File: src/inc/hp_amp_pkg.sv
// package: register map, field positions and gain decode constants
package hp_amp_pkg;
    localparam logic [11:0] mode_reg_addr = 12'h000;
    localparam logic [11:0] volume_reg_addr = 12'h004;
    localparam logic [11:0] status_reg_addr = 12'h008;

    // mode register fields
    localparam int mute_right_bit = 0;
    localparam int right_off_bit = 1;
    localparam int mute_left_bit = 2;
    localparam int neg_rail_only_bit = 4;
    localparam int bias_ref_bit = 5;
    localparam int left_off_bit = 6;
    localparam logic [6:0] mode_write_mask = 7'h77;

    // volume register fields
    localparam int gain_code_msb = 5;
    localparam int power_down_bit = 6;

    // status register fields
    localparam int st_left_on_bit = 0;
    localparam int st_right_on_bit = 1;
    localparam int st_pump_on_bit = 2;
    localparam int st_bias_on_bit = 3;
    localparam int st_mono_bit = 4;
    localparam int st_left_mute_bit = 5;
    localparam int st_right_mute_bit = 6;
    localparam int st_gain_lsb = 8;
    localparam int st_gain_msb = 16;

    localparam logic [6:0] mode_reset = 7'h00;
    localparam logic [6:0] volume_reset = 7'h00;

    // gain in half-dB units, signed; nine bits since -96 dB is -192 half steps
    localparam logic [5:0] code_upper_base = 6'h1f;
    localparam logic signed [8:0] gain_upper_base = 9'sh1e8;  // -12 dB
    localparam logic signed [8:0] gain_code0 = 9'sh140;       // -96 dB
endpackage

File: src/rtl/gain_decode.sv
// gain code to half-dB gain step lookup
`timescale 1ns/1ps
`default_nettype none
module gain_decode
    import hp_amp_pkg::*;
(
    input wire logic [5:0] code,
    output logic signed [8:0] gain_half_db
);
    always_comb
    begin
        gain_half_db = gain_code0;
        if (code >= code_upper_base)
        begin
            gain_half_db = gain_upper_base + 9'(code - code_upper_base);  // [RL1]
        end
        else
        begin
            case (code)  // [RL12]
                6'h00: gain_half_db = gain_code0;
                6'h01: gain_half_db = -9'sd120;
                6'h02: gain_half_db = -9'sd114;
                6'h03: gain_half_db = -9'sd108;
                6'h04: gain_half_db = -9'sd102;
                6'h05: gain_half_db = -9'sd96;
                6'h06: gain_half_db = -9'sd90;
                6'h07: gain_half_db = -9'sd84;
                6'h08: gain_half_db = -9'sd78;
                6'h09: gain_half_db = -9'sd72;
                6'h0a: gain_half_db = -9'sd69;
                6'h0b: gain_half_db = -9'sd66;
                6'h0c: gain_half_db = -9'sd63;
                6'h0d: gain_half_db = -9'sd60;
                6'h0e: gain_half_db = -9'sd57;
                6'h0f: gain_half_db = -9'sd54;
                6'h10: gain_half_db = -9'sd51;
                6'h11: gain_half_db = -9'sd48;
                6'h12: gain_half_db = -9'sd45;
                6'h13: gain_half_db = -9'sd42;
                6'h14: gain_half_db = -9'sd39;
                6'h15: gain_half_db = -9'sd36;
                6'h16: gain_half_db = -9'sd33;
                6'h17: gain_half_db = -9'sd32;
                6'h18: gain_half_db = -9'sd31;
                6'h19: gain_half_db = -9'sd30;
                6'h1a: gain_half_db = -9'sd29;
                6'h1b: gain_half_db = -9'sd28;
                6'h1c: gain_half_db = -9'sd27;
                6'h1d: gain_half_db = -9'sd26;
                6'h1e: gain_half_db = -9'sd25;
                default: gain_half_db = gain_code0;
            endcase
        end
    end
endmodule
`default_nettype wire

File: src/rtl/headphone_amp_control.sv
// headphone amplifier control block with apb register slave
//
// Summary of operation
// RL1 - upper gain codes step 0.5 dB from -12 dB at 011111 to 4 dB.
// RL2 - mode bit 6 turns left channel off, bit 1 turns right off.
// RL3 - right off only: right disabled, both inputs summed onto left output.
// RL4 - left off only: left disabled, right input alone on right output.
// RL5 - both channel off bits set: both channels off, charge pump runs.
// RL6 - volume bit 6 powers down both amplifiers and charge pump.
// RL7 - global power-down overrides every other shutdown control.
// RL8 - mode bit 2 mutes left, bit 0 mutes right.
// RL9 - mode bit 5 high enables the bias reference, low disables it.
// RL10 - host clears mode bit 5 to let amplifiers track the supply.
// RL11 - mode bit 4 disables both channels, charge pump stays active.
// RL12 - code 000000 gives -96 dB, 000001 gives -60 dB, lower table follows.
// RL13 - one gain code drives both channels; mute or shutdown keeps it.
//
// The APB register port and the placing of the registers are this design's own decisions.
`timescale 1ns/1ps
`default_nettype none
module headphone_amp_control
    import hp_amp_pkg::*;
(
    input wire logic pclk,
    input wire logic presetn,
    input wire logic psel,
    input wire logic penable,
    input wire logic pwrite,
    input wire logic [11:0] paddr,
    input wire logic [31:0] pwdata,
    output logic [31:0] prdata,
    output logic pready,
    output logic pslverr,
    output logic left_amp_en,
    output logic right_amp_en,
    output logic charge_pump_en,
    output logic bias_ref_en,
    output logic mono_sum_en,
    output logic left_mute,
    output logic right_mute,
    output logic signed [8:0] gain_half_db
);
    import hp_amp_pkg::*;

    // ----------------------------------------
    // registers
    // ----------------------------------------
    logic [6:0] mode_r;
    logic [6:0] volume_r;
    logic signed [8:0] gain_dec;
    logic wr_en;
    logic rd_en;

    assign wr_en = psel && penable && pwrite;
    assign rd_en = psel && penable && !pwrite;

    always_ff @(posedge pclk or negedge presetn)
    begin
        if (!presetn)
            mode_r <= mode_reset;
        else if (wr_en && paddr == mode_reg_addr)
            mode_r <= pwdata[6:0] & mode_write_mask;  // [RL2] [RL8] [RL9] [RL11]
    end

    always_ff @(posedge pclk or negedge presetn)
    begin
        if (!presetn)
            volume_r <= volume_reset;
        else if (wr_en && paddr == volume_reg_addr)
            volume_r <= pwdata[6:0];  // [RL6]
    end

    // ----------------------------------------
    // power and routing decode
    // ----------------------------------------
    logic pd;
    logic rail_only;
    logic l_off;
    logic r_off;
    logic l_on_nxt;
    logic r_on_nxt;
    logic mono_nxt;
    logic pump_nxt;
    logic bias_nxt;

    assign pd = volume_r[power_down_bit];
    assign rail_only = mode_r[neg_rail_only_bit];
    assign l_off = mode_r[left_off_bit];
    assign r_off = mode_r[right_off_bit];

    // power-down gates every enable path so it wins over all other shutdown bits  [RL7]
    assign l_on_nxt = !pd && !rail_only && !l_off;  // [RL2] [RL3] [RL5] [RL11]
    assign r_on_nxt = !pd && !rail_only && !r_off;  // [RL2] [RL4] [RL5] [RL11]
    assign mono_nxt = l_on_nxt && r_off;  // [RL3] [RL4]
    assign pump_nxt = !pd;  // [RL5] [RL6] [RL11]
    // bias follows mode bit 5 in pump-only mode too; only power-down forces it off
    assign bias_nxt = !pd && mode_r[bias_ref_bit];  // [RL9]

    gain_decode u_gain
    (
        .code(volume_r[gain_code_msb:0]),
        .gain_half_db(gain_dec)
    );

    always_ff @(posedge pclk or negedge presetn)
    begin
        if (!presetn)
        begin
            left_amp_en <= 1'b0;
            right_amp_en <= 1'b0;
            mono_sum_en <= 1'b0;
            charge_pump_en <= 1'b0;
            bias_ref_en <= 1'b0;
        end
        else
        begin
            left_amp_en <= l_on_nxt;
            right_amp_en <= r_on_nxt;
            mono_sum_en <= mono_nxt;
            charge_pump_en <= pump_nxt;
            bias_ref_en <= bias_nxt;
        end
    end

    always_ff @(posedge pclk or negedge presetn)
    begin
        if (!presetn)
        begin
            left_mute <= 1'b0;
            right_mute <= 1'b0;
        end
        else
        begin
            left_mute <= mode_r[mute_left_bit];  // [RL8]
            right_mute <= mode_r[mute_right_bit];  // [RL8]
        end
    end

    // one code feeds both channels; mute and shutdown never touch it
    always_ff @(posedge pclk or negedge presetn)
    begin
        if (!presetn)
            gain_half_db <= gain_code0;
        else
            gain_half_db <= gain_dec;  // [RL13] [RL1] [RL12]
    end

    // ----------------------------------------
    // apb answer
    // ----------------------------------------
    function automatic logic [31:0] read_mux(input logic [11:0] a);
        logic [31:0] v;
        v = 32'h0;
        case (a)
            mode_reg_addr: v[6:0] = mode_r;
            volume_reg_addr: v[6:0] = volume_r;
            status_reg_addr:
            begin
                v[st_left_on_bit] = left_amp_en;
                v[st_right_on_bit] = right_amp_en;
                v[st_pump_on_bit] = charge_pump_en;
                v[st_bias_on_bit] = bias_ref_en;
                v[st_mono_bit] = mono_sum_en;
                v[st_left_mute_bit] = left_mute;
                v[st_right_mute_bit] = right_mute;
                v[st_gain_msb:st_gain_lsb] = gain_half_db;
            end
            default: v = 32'h0;
        endcase
        return v;
    endfunction

    function automatic logic addr_ok(input logic [11:0] a, input logic w);
        return a == mode_reg_addr || a == volume_reg_addr || (a == status_reg_addr && !w);
    endfunction

    always_ff @(posedge pclk or negedge presetn)
    begin
        if (!presetn)
            prdata <= 32'h0;
        else if (psel && !penable && !pwrite)
            prdata <= read_mux(paddr);
    end

    // no wait state: pready rises in the first access cycle, done at the next edge
    always_ff @(posedge pclk or negedge presetn)
    begin
        if (!presetn)
        begin
            pready <= 1'b0;
            pslverr <= 1'b0;
        end
        else
        begin
            pready <= psel && !penable;
            pslverr <= psel && !penable && !addr_ok(paddr, pwrite);
        end
    end

    // ----------------------------------------
    // checks
    // ----------------------------------------
    chk_pd_override: assert property (@(posedge pclk) disable iff (!presetn) // [RL7]
        volume_r[power_down_bit] |=> !left_amp_en && !right_amp_en && !charge_pump_en)
        else $error("power-down did not disable the device");
    chk_rail_only: assert property (@(posedge pclk) disable iff (!presetn) // [RL11]
        (mode_r[neg_rail_only_bit] && !volume_r[power_down_bit])
        |=> !left_amp_en && !right_amp_en && charge_pump_en)
        else $error("pump-only mode wrong");
    chk_mono_route: assert property (@(posedge pclk) disable iff (!presetn) // [RL3]
        (r_off && !l_off && !pd && !rail_only) |=> mono_sum_en && left_amp_en && !right_amp_en)
        else $error("mono summing not applied");
    chk_left_off: assert property (@(posedge pclk) disable iff (!presetn) // [RL4]
        (l_off && !r_off && !pd && !rail_only) |=> !mono_sum_en && !left_amp_en && right_amp_en)
        else $error("left shutdown route wrong");
    chk_both_off: assert property (@(posedge pclk) disable iff (!presetn) // [RL5]
        (l_off && r_off && !pd) |=> !left_amp_en && !right_amp_en && charge_pump_en)
        else $error("both-off pump state wrong");
    chk_mute_map: assert property (@(posedge pclk) disable iff (!presetn) // [RL8]
        ##1 left_mute == $past(mode_r[mute_left_bit]) && right_mute == $past(mode_r[mute_right_bit]))
        else $error("mute does not follow mode bits");
    chk_bias_map: assert property (@(posedge pclk) disable iff (!presetn) // [RL9]
        (!pd && $changed(mode_r[bias_ref_bit])) |=> bias_ref_en == $past(mode_r[bias_ref_bit]))
        else $error("bias enable mismatch");
    chk_gain_top: assert property (@(posedge pclk) disable iff (!presetn) // [RL1]
        (volume_r[gain_code_msb:0] == 6'h37) |=> gain_half_db == 9'sh000)
        else $error("code 110111 not 0 dB");
    chk_gain_low: assert property (@(posedge pclk) disable iff (!presetn) // [RL12]
        (volume_r[gain_code_msb:0] == 6'h01) |=> gain_half_db == -9'sd120)
        else $error("code 000001 not -60 dB");
    chk_gain_kept: assert property (@(posedge pclk) disable iff (!presetn) // [RL13]
        ($stable(volume_r) && $changed(mode_r)) |=> ##1 $stable(gain_half_db))
        else $error("gain moved on mute or shutdown");
    chk_mode_write: assert property (@(posedge pclk) disable iff (!presetn) // [RL2]
        (wr_en && paddr == mode_reg_addr) |=> mode_r == ($past(pwdata[6:0]) & mode_write_mask))
        else $error("mode write lost");
endmodule
`default_nettype wire

File: config.mk
export PLATFORM = sky130hd
export DESIGN_NAME = headphone_amp_control
export DESIGN_NICKNAME = d
export VERILOG_FILES = /design/src/inc/hp_amp_pkg.sv /design/src/rtl/gain_decode.sv /design/src/rtl/headphone_amp_control.sv
export SDC_FILE = /design/constraint.sdc
export NUM_CORES = 1
export LEC_CHECK = 0
export BUFFER_PORTS_ARGS = -buffer_cell sky130_fd_sc_hd__buf_2
export CAP_MARGIN = 20
export CORE_AREA = 2 2 84 86
export CTS_CLUSTER_SIZE = 25
export DETAILED_ROUTE_END_ITERATION = 8
export DIE_AREA = 0 0 86 88
export GPL_ROUTABILITY_DRIVEN = 0
export PLACE_DENSITY = 0.73
export SLEW_MARGIN = 30
export SYNTH_ARGS = -nofsm -noshare
export SYNTH_HDL_FRONTEND = slang
export SYNTH_HIERARCHICAL = 1
export SYNTH_SLANG_ARGS = --single-unit
File: constraint.sdc
create_clock -name pclk -period 3.2 [get_ports pclk]
set_input_delay 0.48 -clock pclk [delete_from_list [all_inputs] [get_ports pclk]]
set_output_delay 0.48 -clock pclk [all_outputs]
set_load 0.01 [all_outputs]
Word level (Yosys, flattened, before mapping) --
Memories as Yosys holds them, arrays and structs flattened. Index checks and enable logic that the tools add are counted.
Cells by class: $lt $le $gt $ge 1, reductions and logical operators 23, equality and inequality tests 2, muxes and demuxes 4, add/subtract/negate cells 2
Operators with widths (count):
- 9-bit two-way mux | 3
- 7-bit case mux with 3 select lines | 1
- 1-bit logical AND | 13
- 12-bit by 3-bit equality test with 1-bit output, second input constant | 1
- 12-bit by 4-bit equality test with 1-bit output, second input constant | 1
- 12-bit zero test | 1
- 9-bit adder, first input constant | 1
- 1-bit zero test | 7
- 6-bit by 5-bit subtractor with 7-bit output, second input constant | 1
- 6-bit by 5-bit >= comparator with 1-bit output, second input constant | 1
- 1-bit logical OR | 2
Storage, ports and cells: bits in read-only memories 256, memories 1, input bits 49, bits in registers 47, output and inout port bits 50
Memory list:
- (no name shown) | depth 32, width 8, rd ports 1, clocked after Yosys merged registers in 0, wr ports 0, RTL line gain_decode.sv:19 | case (code)

Depth between registers and ports, before layout --
Gate-level depths: netlist of the first run.
depth in word-level cells 5, mapped depth 9, gate-level depth less buffers 7

By module --
The synthesis of the first run kept the hierarchy.
Modules (own cells, without submodules):
- headphone_amp_control | seq. area each 1178.6 µm², cells each 155, area each 1966.9 µm², instances 1
- gain_decode | seq. area each 0.0 µm², cells each 93, area each 641.9 µm², instances 1

Worst setup path before layout of the first run --
No wires, ideal clock.
kind input to register, start point in paddr[1], end point reg volume_r[2], path buffers 1, arrival time 1998 ps, stages 4, slack 1078 ps, path through or4_1 > clkbuf_1 > nor4_4 > mux2_2
On the way: longest elaborated chain between the ends 2
Ends and longest elaborated chain:
- start, declared | RTL line headphone_amp_control.sv:29 | input wire logic [11:0] paddr,
- 12-bit by 3-bit equality test with 1-bit output | RTL line headphone_amp_control.sv:69 | else if (wr_en && paddr == volume_reg_addr)
- 1-bit logical AND | RTL line headphone_amp_control.sv:69
- end signal, assigned | RTL line headphone_amp_control.sv:68 | volume_r <= volume_reset;
- end signal, assigned | RTL line headphone_amp_control.sv:70 | volume_r <= pwdata[6:0];
- end, declared | RTL line headphone_amp_control.sv:49 | logic [6:0] volume_r;
Every way passes these cells. A chain may end at the register's enable or synchronous reset.

Final worst setup path of the first run --
start point reg volume_r[4], end point reg gain_half_db[3]
On the way: longest elaborated chain between the ends 3
Ends and longest elaborated chain:
- memory read 32 x 8 bit
- 9-bit two-way mux | RTL line gain_decode.sv:19
- 9-bit two-way mux * | RTL line gain_decode.sv:13 | if (code >= code_upper_base)
- named net gain_dec[3] | RTL line headphone_amp_control.sv:50 | logic signed [8:0] gain_dec;
- end signal, assigned | RTL line headphone_amp_control.sv:143 | gain_half_db <= gain_code0;
- end signal, assigned | RTL line headphone_amp_control.sv:145 | gain_half_db <= gain_dec;
- end, declared | RTL line headphone_amp_control.sv:41 | output logic signed [8:0] gain_half_db
The timed path passes the listed nets; every way through them passes the cells marked *.

==> results of run 1 <==
cell usage after synthesis (all sizes together) (3+ instances only):
| master | instances | area share, % |
|---|---|---|
| or4 | 4 | 1.2 |
| ha | 7 | 3.4 |
| nor2 | 7 | 1.0 |
| inv | 14 | 2.0 |
| o2bb2ai | 7 | 2.4 |
| buf | 24 | 6.2 |
| o21ai | 20 | 3.8 |
| or3b | 3 | 1.0 |
| nand2 | 14 | 2.0 |
| clkbuf | 8 | 1.2 |
| nor3 | 3 | 0.58 |
| xnor2 | 3 | 1.0 |
| dfrtp | 45 | 43 |
| mux2 | 14 | 6.0 |
| a21oi | 7 | 1.3 |
| nor2b | 7 | 1.7 |
| a21o | 3 | 0.86 |
| mux2i | 9 | 3.5 |
| nand3 | 3 | 0.77 |
| a22o | 9 | 3.0 |
| nor4 | 4 | 2.4 |
registers in the layout, summed over array words and instances (netlist names), 6 cells and up:
signal	flops
volume_r	7
mode_r	6
gain_half_db	9
prdata	16
final cells by class:
class                      instances  area share [%]
multi-input combinational        169            42.0
sequential                        47            40.1
timing repair buffer              57            9.78
tap                               80            3.40
clock buffer                       5            2.34
inverter                          15            1.91
clock inverter                     2           0.468
path summary, 6_finish.rpt:
path	end	slack (ps)	depth (start not counted)
hold reg to reg	right_mute$_DFF_PN0_	430	0
min in group pclk	pready$_DFF_PN0_	350	2
max in group asynchronous	gain_half_db[8]$_DFF_PN1_	2630	1
setup / recovery	gain_half_db[3]$_DFF_PN0_	940	4
hold / removal	pready$_DFF_PN0_	170	1
setup reg to reg	gain_half_db[3]$_DFF_PN0_	940	4
power by group through the flow:
stage	Sequential [W]	Clock (W)	Combinational [W]
floorplan	0.000609	0	0.0000431
global placement	0.000609	0	0.0000598
detailed placement	0.000609	0	0.0000614
CTS	0.000597	0.000344	0.0000616
global route	0.000597	0.000378	0.0000688
finish	0.000597	0.000339	0.0000608
metrics by stage:
| step | hold WS, ps | utilization, % | std cells |
|---|---|---|---|
| 5_1_grt | 213 | 44.3 | 375 |
| 6_report | 172 | 44.3 | 375 |
| 4_1_cts | 203 | 44.3 | 375 |
| 3_3_place_gp | 402 | 43.0 | 368 |
| 2_1_floorplan | 184 | - | 263 |
| 3_5_place_dp | 413 | 43.1 | 368 |
cell families (layout without fill, tap and decap cells):
family	count (synthesis)	after routing
and+or+nand+nor	54	54
DFF	47	47
buffers and inverters	47	79
other	1	16
muxes	23	23
xor gates and xnor gates	4	4
AOI/OAI and AO/OA	65	65
adders and majority gates	7	7
worst max-delay path, delay by kind of cell (launching register included):
family,cells,cell delay [ps]
AOI/OAI and AO/OA,3,900
buffers and inverters,1,460
DFF,1,810
routing by layer:
metal	global-route usage (%)	vias up	routed length, um
li1	-	959	-
met1	19.3	928	2440
met2	22.8	62	2590
met3	2.36	7	262
met4	4.33	0	85
met5	0	-	0
==> metrics.yaml, run 1 <==
status: "completed"
worst_slew_pin_slew_ps: 862
yosys_register_bits: 47
hold_class: "in2async"
slew_viol_final: 0
fin_nets: 351
route.vias.total: 1956
grtUsageTotal_pct: 14.0
seqPwrFrac_pct: 59.9
fin_setup_tns_ps: 0
syn-mean-instance-area_um2: 10.5
synth_compound_area_share_pct: 17.6
cts_buffer_depth: 2
grt_antenna_before_repair: 0
synthArstFlopShare_pct: 100
die_width_um: 86
clockPowerShare_pct: 34.0
drt-pass1-iter-count: 4
io_pins: 99
fin_area_mm2: 0.00294
final_common_cell: "buf_2"
clock.fmax_ghz: 0.443
first_iter_violations: 137
place_area_mm2: 0.00286
p_sw_w: 0.000232
path_max_fanout: 21
holdBufCountCts: 0
multi_input_area_mm2: 0.00124
initial_core_util_pct: 39.3
seq_area_frac_synth_pct: 45.2
yosysWarningCount: 6
crit_chain: "clkinv_1 > a2111oi_0 > a311oi_1 > o221ai_1"
fp.coreArea_mm2: 0.00664
yosys.area_share.simple_pct: 13.3
root_buffer: "clkbuf_8"
period_needed_ps: 2260
path_class: "reg2reg"
start_kind: "flip-flop"
wl_per_cell_um: 14.3
htreeDepth: 2
syn-cell-area_mm2: 0.00261
clk-insertion-delay-late_ps: 300
fin_total_pwr_w: 0.000996
cts_tree: "yes"
maxSlewHeadroom_pct: 42.5
cap_violations: 0
hold_viol_final: 0
drive_above_1_share_pct: 29.5
synth_top_family_by_area: "compound AO/OA/AOI/OAI gates"
numCtsBuffers: 5
ctsResizeCount: 0
end_kind: "flip-flop"
p_int_w: 0.000765
drc_errors: 0
rsz0062_at_grt: "no"
placement.io_buffers: 57
grt_max_degree: 48
worst_path_largest_cell_delay_ps: 810
die_h_um: 88
final_cell_mix: "buf_2 (56), dfrtp_1 (45), conb_1 (16), inv_1 (14), nand2_1 (14)"
vdd_drop_max_v: 0.000156
post-place-ws_ps: 721
required_ps: 3410
ff_latch_area_mm2: 0.00118
syn_inst: 248
netSwitchingFraction_pct: 23.2
ant_nets: 0
clock-sinks: 47
grt_pass1_vias: 1756
fp-row-count: 30
overflow: 0
leakage_nw: 1.46
n_fill_cell: 630
die_area_mm2: 0.00757
setup_ws_ps: 941
worstPathArrival_ps: 2470
area_growth_pct: 12.8
synthAdderAreaFrac_pct: 3.36
fin_crit_sh_pct: 70.6
cts_setup_buffers: 0
yosysUniqueCellTypes: 56
grt_pass1_wl_um: 8520
drt_wl_total_um: 5380
crit_path_start: "volume_r[4]$_DFFE_PN0P_"
antenna_cells: 0
clock_skew_ps: 8.95
setup_violations: 0
synth_ff_type: "dfrtp_1"
combPwrFrac_pct: 6.1
power_density_mw_per_mm2: 339
path_clk_slew_ps: 90
crit_path_top_delay_cell: "dfrtp_1"
synth.area.mux_share_pct: 9.50
synth-xor-area-share_pct: 1.34
vias_per_cell: 5.22
dp_hpwl_um: 3920
worstReg2RegStart: "volume_r[4]$_DFFE_PN0P_"
synth_edf_count: 0
Power figures use the tool's default switching activity.
==> run 2: changes to the inputs <==
- PLACE_DENSITY: 0.73 -> 0.76
- clock period: 3.2 -> 2 ns (I/O delays scaled with it)
==> metrics.yaml, run 2 (synthesis gave the netlist of run 1 again) <==
status: "completed"
power_density_mw_per_mm2: 564  # +67%
grt_pass1_wl_um: 9480  # +11%
path_class: "reg2reg"
worst_slew_pin_slew_ps: 659  # -203 ps
setup_violations: 0  # unchanged
dp_hpwl_um: 4350  # +11%
cap_violations: 0  # unchanged
clk-insertion-delay-late_ps: 310  # about the same
n_fill_cell: 609  # -3.3%
drt_wl_total_um: 5840  # +8.6%
die_area_mm2: 0.00757  # unchanged
cts_buffer_depth: 2  # unchanged
worstPathArrival_ps: 2110  # -360 ps
root_buffer: "clkbuf_8"
drive_above_1_share_pct: 36.2  # +6.7 points
worst_path_largest_cell_delay_ps: 460  # -350 ps
placed_cells: 390  # +6.0%
largest-register: "prdata"
cts_tree: "yes"
clock.fmax_ghz: 0.515  # +16%
holdBufCountCts: 0  # unchanged
required_ps: 2170  # -1240 ps
grt_antenna_before_repair: 0  # unchanged
clock_skew_ps: 7.54  # -1.40 ps
drc_errors: 0  # unchanged
slew_viol_final: 0  # unchanged
hold_class: "in2async"
clock-sinks: 47  # unchanged
fin_nets: 373  # +6.3%
path_clk_slew_ps: 90  # about the same
wl_met1_um: 2570  # +5.4%
crit_path_top_delay_cell: "dfrtp_2"
grt_pass1_vias: 1972  # +12%
final_cell_mix: "buf_2 (57), dfrtp_1 (43), buf_4 (22), conb_1 (16)"
fp-row-count: 30  # unchanged
leakage_nw: 1.58  # +7.8%
dr.max_layer_used: "met4"
crit_chain: "inv_1 > ha_2 > nor2b_1 > o21a_1 > a311oi_1 > o221ai_1"
start_kind: "flip-flop"
placement.io_buffers: 57  # unchanged
largestRegisters: "prdata x16, gain_half_db x9, volume_r x7"
path_delay_family: "compound AO/OA/AOI/OAI gates"
fin_crit_sh_pct: 97.0  # +26 points
antenna_cells: 0  # unchanged
final_common_cell: "buf_2"
grt_max_degree: 48  # unchanged
area_growth_pct: 21.2
die_h_um: 88  # unchanged
vias_per_cell: 5.29  # +1.4%
grtUsageTotal_pct: 16.1  # +2.0 points
htreeDepth: 2  # unchanged
rsz0062_at_grt: "no"
ant_nets: 0  # unchanged
first_iter_violations: 179  # +31%
io_pins: 99  # unchanged
end_kind: "flip-flop"
maxSlewHeadroom_pct: 54.9  # +12 points
vdd_drop_max_v: 0.000324  # +110%
route.vias.total: 2104  # +7.6%
worst-path-buf-inv: 1  # unchanged
hold_viol_final: 0  # unchanged
initial_core_util_pct: 39.3  # unchanged
dr_wl_met2_um: 2900  # +12%
fp.coreArea_mm2: 0.00664  # unchanged
drt-pass1-iter-count: 4  # unchanged
numCtsBuffers: 5  # unchanged
largest_reg_flops: 16  # unchanged
dr_wl_met3_um: 269  # +2.7%
fin_setup_tns_ps: 0  # unchanged
die_width_um: 86  # unchanged
path_max_fanout: 5  # -76%
period_needed_ps: 1940  # -318 ps
instances_no_fill: 398  # +6.1%
overflow: 0  # unchanged
wl_per_cell_um: 14.7  # +2.3%
## run 2: worst register-to-register path, delay by kind of cell, from the launching register on
| kind | cells | cell delay, ps |
|---|---|---|
| AOI/OAI and AO/OA | 3 | 700 |
| adders and majority gates | 1 | 320 |
| DFF | 1 | 460 |
| buffers and inverters | 1 | 160 |
| and+or+nand+nor | 1 | 150 |
## run 2: path summary, 6_finish.rpt
| path | start | to | slack (ps) | depth (start not counted) |
|---|---|---|---|---|
| worst max-delay path | volume_r[0]$_DFFE_PN0P_ | gain_half_db[3]$_DFF_PN0_ | 60 | 6 |
| worst min-delay path | presetn | mode_r[1]$_DFFE_PN0P_ | 60 | 2 |
| worst max register to register | volume_r[0]$_DFFE_PN0P_ | gain_half_db[3]$_DFF_PN0_ | 60 | 6 |
| worst min register to register | mode_r[0]$_DFFE_PN0P_ | right_mute$_DFF_PN0_ | 420 | 0 |
| max in group asynchronous | presetn | volume_r[0]$_DFFE_PN0P_ | 1520 | 2 |
| min in group pclk | penable | pready$_DFF_PN0_ | 170 | 2 |
## run 2: through the flow
step / cell area, um^2 / worst slack (ps) / hold WS [ps] / utilization (%) / power, W
after floorplan: 2670 / 57.6 / 4.41 / - / 0.00104
after global placement: 3020 / -54.4 / 383 / 45.5 / 0.00108
after detailed placement: 3020 / -79.6 / 397 / 45.5 / 0.00108
after CTS: 3140 / 60.8 / 94.9 / 47.3 / 0.00180
after global routing: 3160 / 9.77 / 115 / 47.6 / 0.00185
final: 3160 / 59.3 / 64.9 / 47.6 / 0.00178
## run 2: final cells by class
cell class | instances | area (um^2) | share of cell area [%]
clock buffers | 5 | 68.8 | 2.18
well taps | 80 | 100 | 3.17
repair buffers | 79 | 450 | 14.3
clock inverters | 3 | 46.3 | 1.46
multi-input cells | 169 | 1260 | 39.8
inverters | 15 | 56.3 | 1.78
flip-flops and latches | 47 | 1180 | 37.4
## run 2: per-layer routing
layer  vias up  track usage, %
li1       1007               -
met1      1016            20.7
met2        75            26.7
met3         6            2.73
met4         0            6.93
met5         -               0
## run 2: timing repair
item                                    in CTS  in global routing
endpoints found under the setup margin       1                  4
gates resized for setup                      1                  5
buffers inserted                             0                  0
## run 2: report_power, final
part | internal (W) | switching, W
clock | 0.000377 | 0.000344
combinational | 0.0000384 | 0.0000696
sequential | 0.000953 | 0.00000152
==> run 3: changes to the inputs <==
- ABC_AREA: unset -> 1
- CORE_AREA: 2 2 84 86 -> 2 2 86 88
- DIE_AREA: 0 0 86 88 -> 0 0 88 90
- PLACE_DENSITY: 0.76 -> 0.75
==> metrics.yaml, run 3 <==
end_kind: "flip-flop"
combPwrFrac_pct: 6.2  # about the same
drt-pass1-iter-count: 4  # unchanged
setup_violations: 0  # unchanged
seq_area_frac_synth_pct: 43.3  # -1.9 points
start_kind: "flip-flop"
crit_path_top_delay_cell: "dfrtp_2"
crit_chain: "ha_2 > inv_1 > o21ai_0 > nand2_1 > inv_1 > ha_1 > inv_1 > nand3_1 > nand2_1 > nand2_1 > nand2_1"
slew_viol_final: 0  # unchanged
overflow: 0  # unchanged
yosys.area.top_type: "dfrtp_1"
p_sw_w: 0.000412  # -0.65%
grt_pass1_wl_um: 9480  # unchanged
die_h_um: 90  # +2.3%
path_class: "reg2reg"
synthArstFlopShare_pct: 100  # unchanged
yosysWarningCount: 6  # unchanged
p_int_w: 0.00124  # -9.3%
fin_area_mm2: 0.00314  # -0.51%
n_fill_cell: 689  # +13%
cts_setup_buffers: 0  # unchanged
fin_total_pwr_w: 0.00165  # -7.3%
hold_class: "in2async"
synth_edf_count: 0  # unchanged
grtUsageTotal_pct: 14.7  # -1.3 points
place_area_mm2: 0.00304  # +0.66%
r2r_cells: 11  # +5
clock-sinks: 47  # unchanged
required_ps: 2190  # +20 ps
fin_crit_sh_pct: 84.2  # -13 points
cap_violations: 0  # unchanged
grt_max_degree: 48  # unchanged
clk-insertion-delay-late_ps: 300  # about the same
final_common_cell: "nand2_1"
worst_path_largest_cell_delay_ps: 430  # -30 ps
placement.io_buffers: 57  # unchanged
cts_tree: "yes"
route.vias.total: 2262  # +7.5%
synth.top_cells.by_area: "dfrtp_1 (41%), nand2_1 (13%), nand3_1 (7.0%)"
yosysUniqueCellTypes: 33  # -41%
wl_per_cell_um: 11.2  # -24%
grt_pass1_vias: 2145  # +8.8%
largestRegisters: "prdata x16, gain_half_db x9, volume_r x7"
vias_per_cell: 4.60  # -13%
grt_antenna_before_repair: 0  # unchanged
drive_above_1_share_pct: 30.3  # -5.9 points
final_cell_mix: "nand2_1 (94), buf_2 (57), dfrtp_1 (43), nand3_1 (38), inv_1 (26)"
synth_top_area_share_pct: 41.4  # -1.8 points
vdd_drop_max_v: 0.000239  # -26%
syn_inst: 330  # +33%
cts_buffer_depth: 2  # unchanged
worst_slew_pin_slew_ps: 560  # -98.6 ps
path_delay_family: "flip-flops"
r2r_slack_ps: 320  # +260 ps
path_max_fanout: 5  # unchanged
root_buffer: "clkbuf_8"
syn-cell-area_mm2: 0.00272  # +4.3%
holdBufCountCts: 0  # unchanged
cpMostUsedCell: "nand2_1"
io_pins: 99  # unchanged
worst-path-buf-inv: 3  # +2
status: "completed"
yosys-top-cells-count: "nand2_1 (94), dfrtp_1 (45), nand3_1 (38)"
dp_hpwl_um: 4220  # -2.9%
maxSlewHeadroom_pct: 62.6  # +7.7 points
numCtsBuffers: 5  # unchanged
first_iter_violations: 185  # +3.4%
leakage_nw: 1.68  # +6.3%
rsz0062_at_grt: "no"
drc_errors: 0  # unchanged
syn-mean-instance-area_um2: 8.25  # -22%
clockPowerShare_pct: 36.0  # -4.4 points
yosys_register_bits: 47  # unchanged
htreeDepth: 2  # unchanged
power_density_mw_per_mm2: 526  # -6.8%
worstReg2RegStart: "volume_r[1]$_DFFE_PN0P_"
ant_nets: 0  # unchanged
largest_reg_flops: 16  # unchanged
fp.coreArea_mm2: 0.00702  # +5.7%
antenna_cells: 0  # unchanged
fp-row-count: 31  # +3.3%
clock.fmax_ghz: 0.594  # +15%
synth.most_common_cell: "nand2_1"
fin_setup_tns_ps: 0  # unchanged
cp-endpoint: "gain_half_db[5]$_DFF_PN0_"
synth_ff_type: "dfrtp_1"
initial_core_util_pct: 38.8  # -0.50 points
crit_path_start: "volume_r[1]$_DFFE_PN0P_"
hold_viol_final: 0  # unchanged
fin_nets: 448  # +20%
worstPathArrival_ps: 1880  # -230 ps
area_growth_pct: 15.5
die_area_mm2: 0.00792  # +4.7%
netSwitchingFraction_pct: 24.9  # +1.7 points
r2r_end: "gain_half_db[5]$_DFF_PN0_"
path_clk_slew_ps: 100  # about the same
period_needed_ps: 1680  # -256 ps
largest-register: "prdata"
seqPwrFrac_pct: 57.7  # +4.2 points
clock_skew_ps: 10.6  # +3.09 ps
drt_wl_total_um: 5500  # -5.8%
worst-path-stages: 11  # +5
die_width_um: 88  # +2.3%
==> run 3: cell types whose count changed after synthesis, sizes merged, moves of 9 or more <==
cell	previous run	this run
nor2	7	24
o21ai	20	33
a22o	9	0
mux2	14	0
mux2i	9	0
nand2	14	105
nand3	3	42
inv	14	31
==> run 3: layer usage <==
metal / vias up / wire length, um / track usage, %
met5: - / 0 / 0
met4: 0 / 93 / 4.62
met3: 10 / 272 / 3.40
met2: 63 / 2620 / 23.9
met1: 1043 / 2520 / 19.4
li1: 1146 / - / -
==> run 3: metrics by stage <==
stage          hold slack (ps)  worst slack [ps]  util [%]  cells
2_1_floorplan             4.41               414         -    345
3_3_place_gp               401               287      43.3    484
3_5_place_dp               402               261      43.3    484
4_1_cts                   83.6               196      44.7    492
5_1_grt                    133              62.3      44.8    492
6_report                  63.3               316      44.8    492
==> run 3: worst min path at each step <==
stage	from	endpoint	slack (ps)	cells past startpoint
global placement	mode_r[2]$_DFFE_PN0P_	left_mute$_DFF_PN0_	400	0
global route	presetn	volume_r[2]$_DFFE_PN0P_	130	2
floorplan	presetn	bias_ref_en$_DFF_PN0_	4	0
detailed placement	mode_r[2]$_DFFE_PN0P_	left_mute$_DFF_PN0_	400	0
finish	presetn	prdata[9]$_DFFE_PN0P_	60	2
CTS	presetn	prdata[13]$_DFFE_PN0P_	80	2
==> run 3: timing repair <==
action / CTS / global route
setup endpoints to repair: 0 / 1
resized for setup: 0 / 3
endpoints found under the hold margin: 0 / 0
==> run 3: power groups by stage <==
stage	clock [W]	combinational (W)	sequential, W
2_1_floorplan	0	0.0000732	0.000975
3_3_place_gp	0	0.000104	0.000973
3_5_place_dp	0	0.000105	0.000973
4_1_cts	0.000609	0.000105	0.000955
5_1_grt	0.000654	0.000119	0.000955
6_report	0.000596	0.000103	0.000955
==> run 3: cell type report <==
cell class                 count  area, um^2  share of cell area (%)
inverter                      32         120                    3.82
timing repair buffer          64         338                    10.7
clock inverter                 3        27.5                   0.875
sequential                    47        1180                    37.6
clock buffer                   5        68.8                    2.19
multi-input combinational    242        1280                    40.9
tap                           99         124                    3.94
==> run 3: logic make-up after synthesis <==
| group | count (synthesis) | share of synthesized area (%) |
|---|---|---|
| other cells | 1 | 0.138 |
| flops | 47 | 43.3 |
| simple gates | 177 | 31.1 |
| xor+xnor | 1 | 0.322 |
| fa+ha+maj | 7 | 3.22 |
| buf+inv | 56 | 11.6 |
| compound gates | 41 | 10.3 |
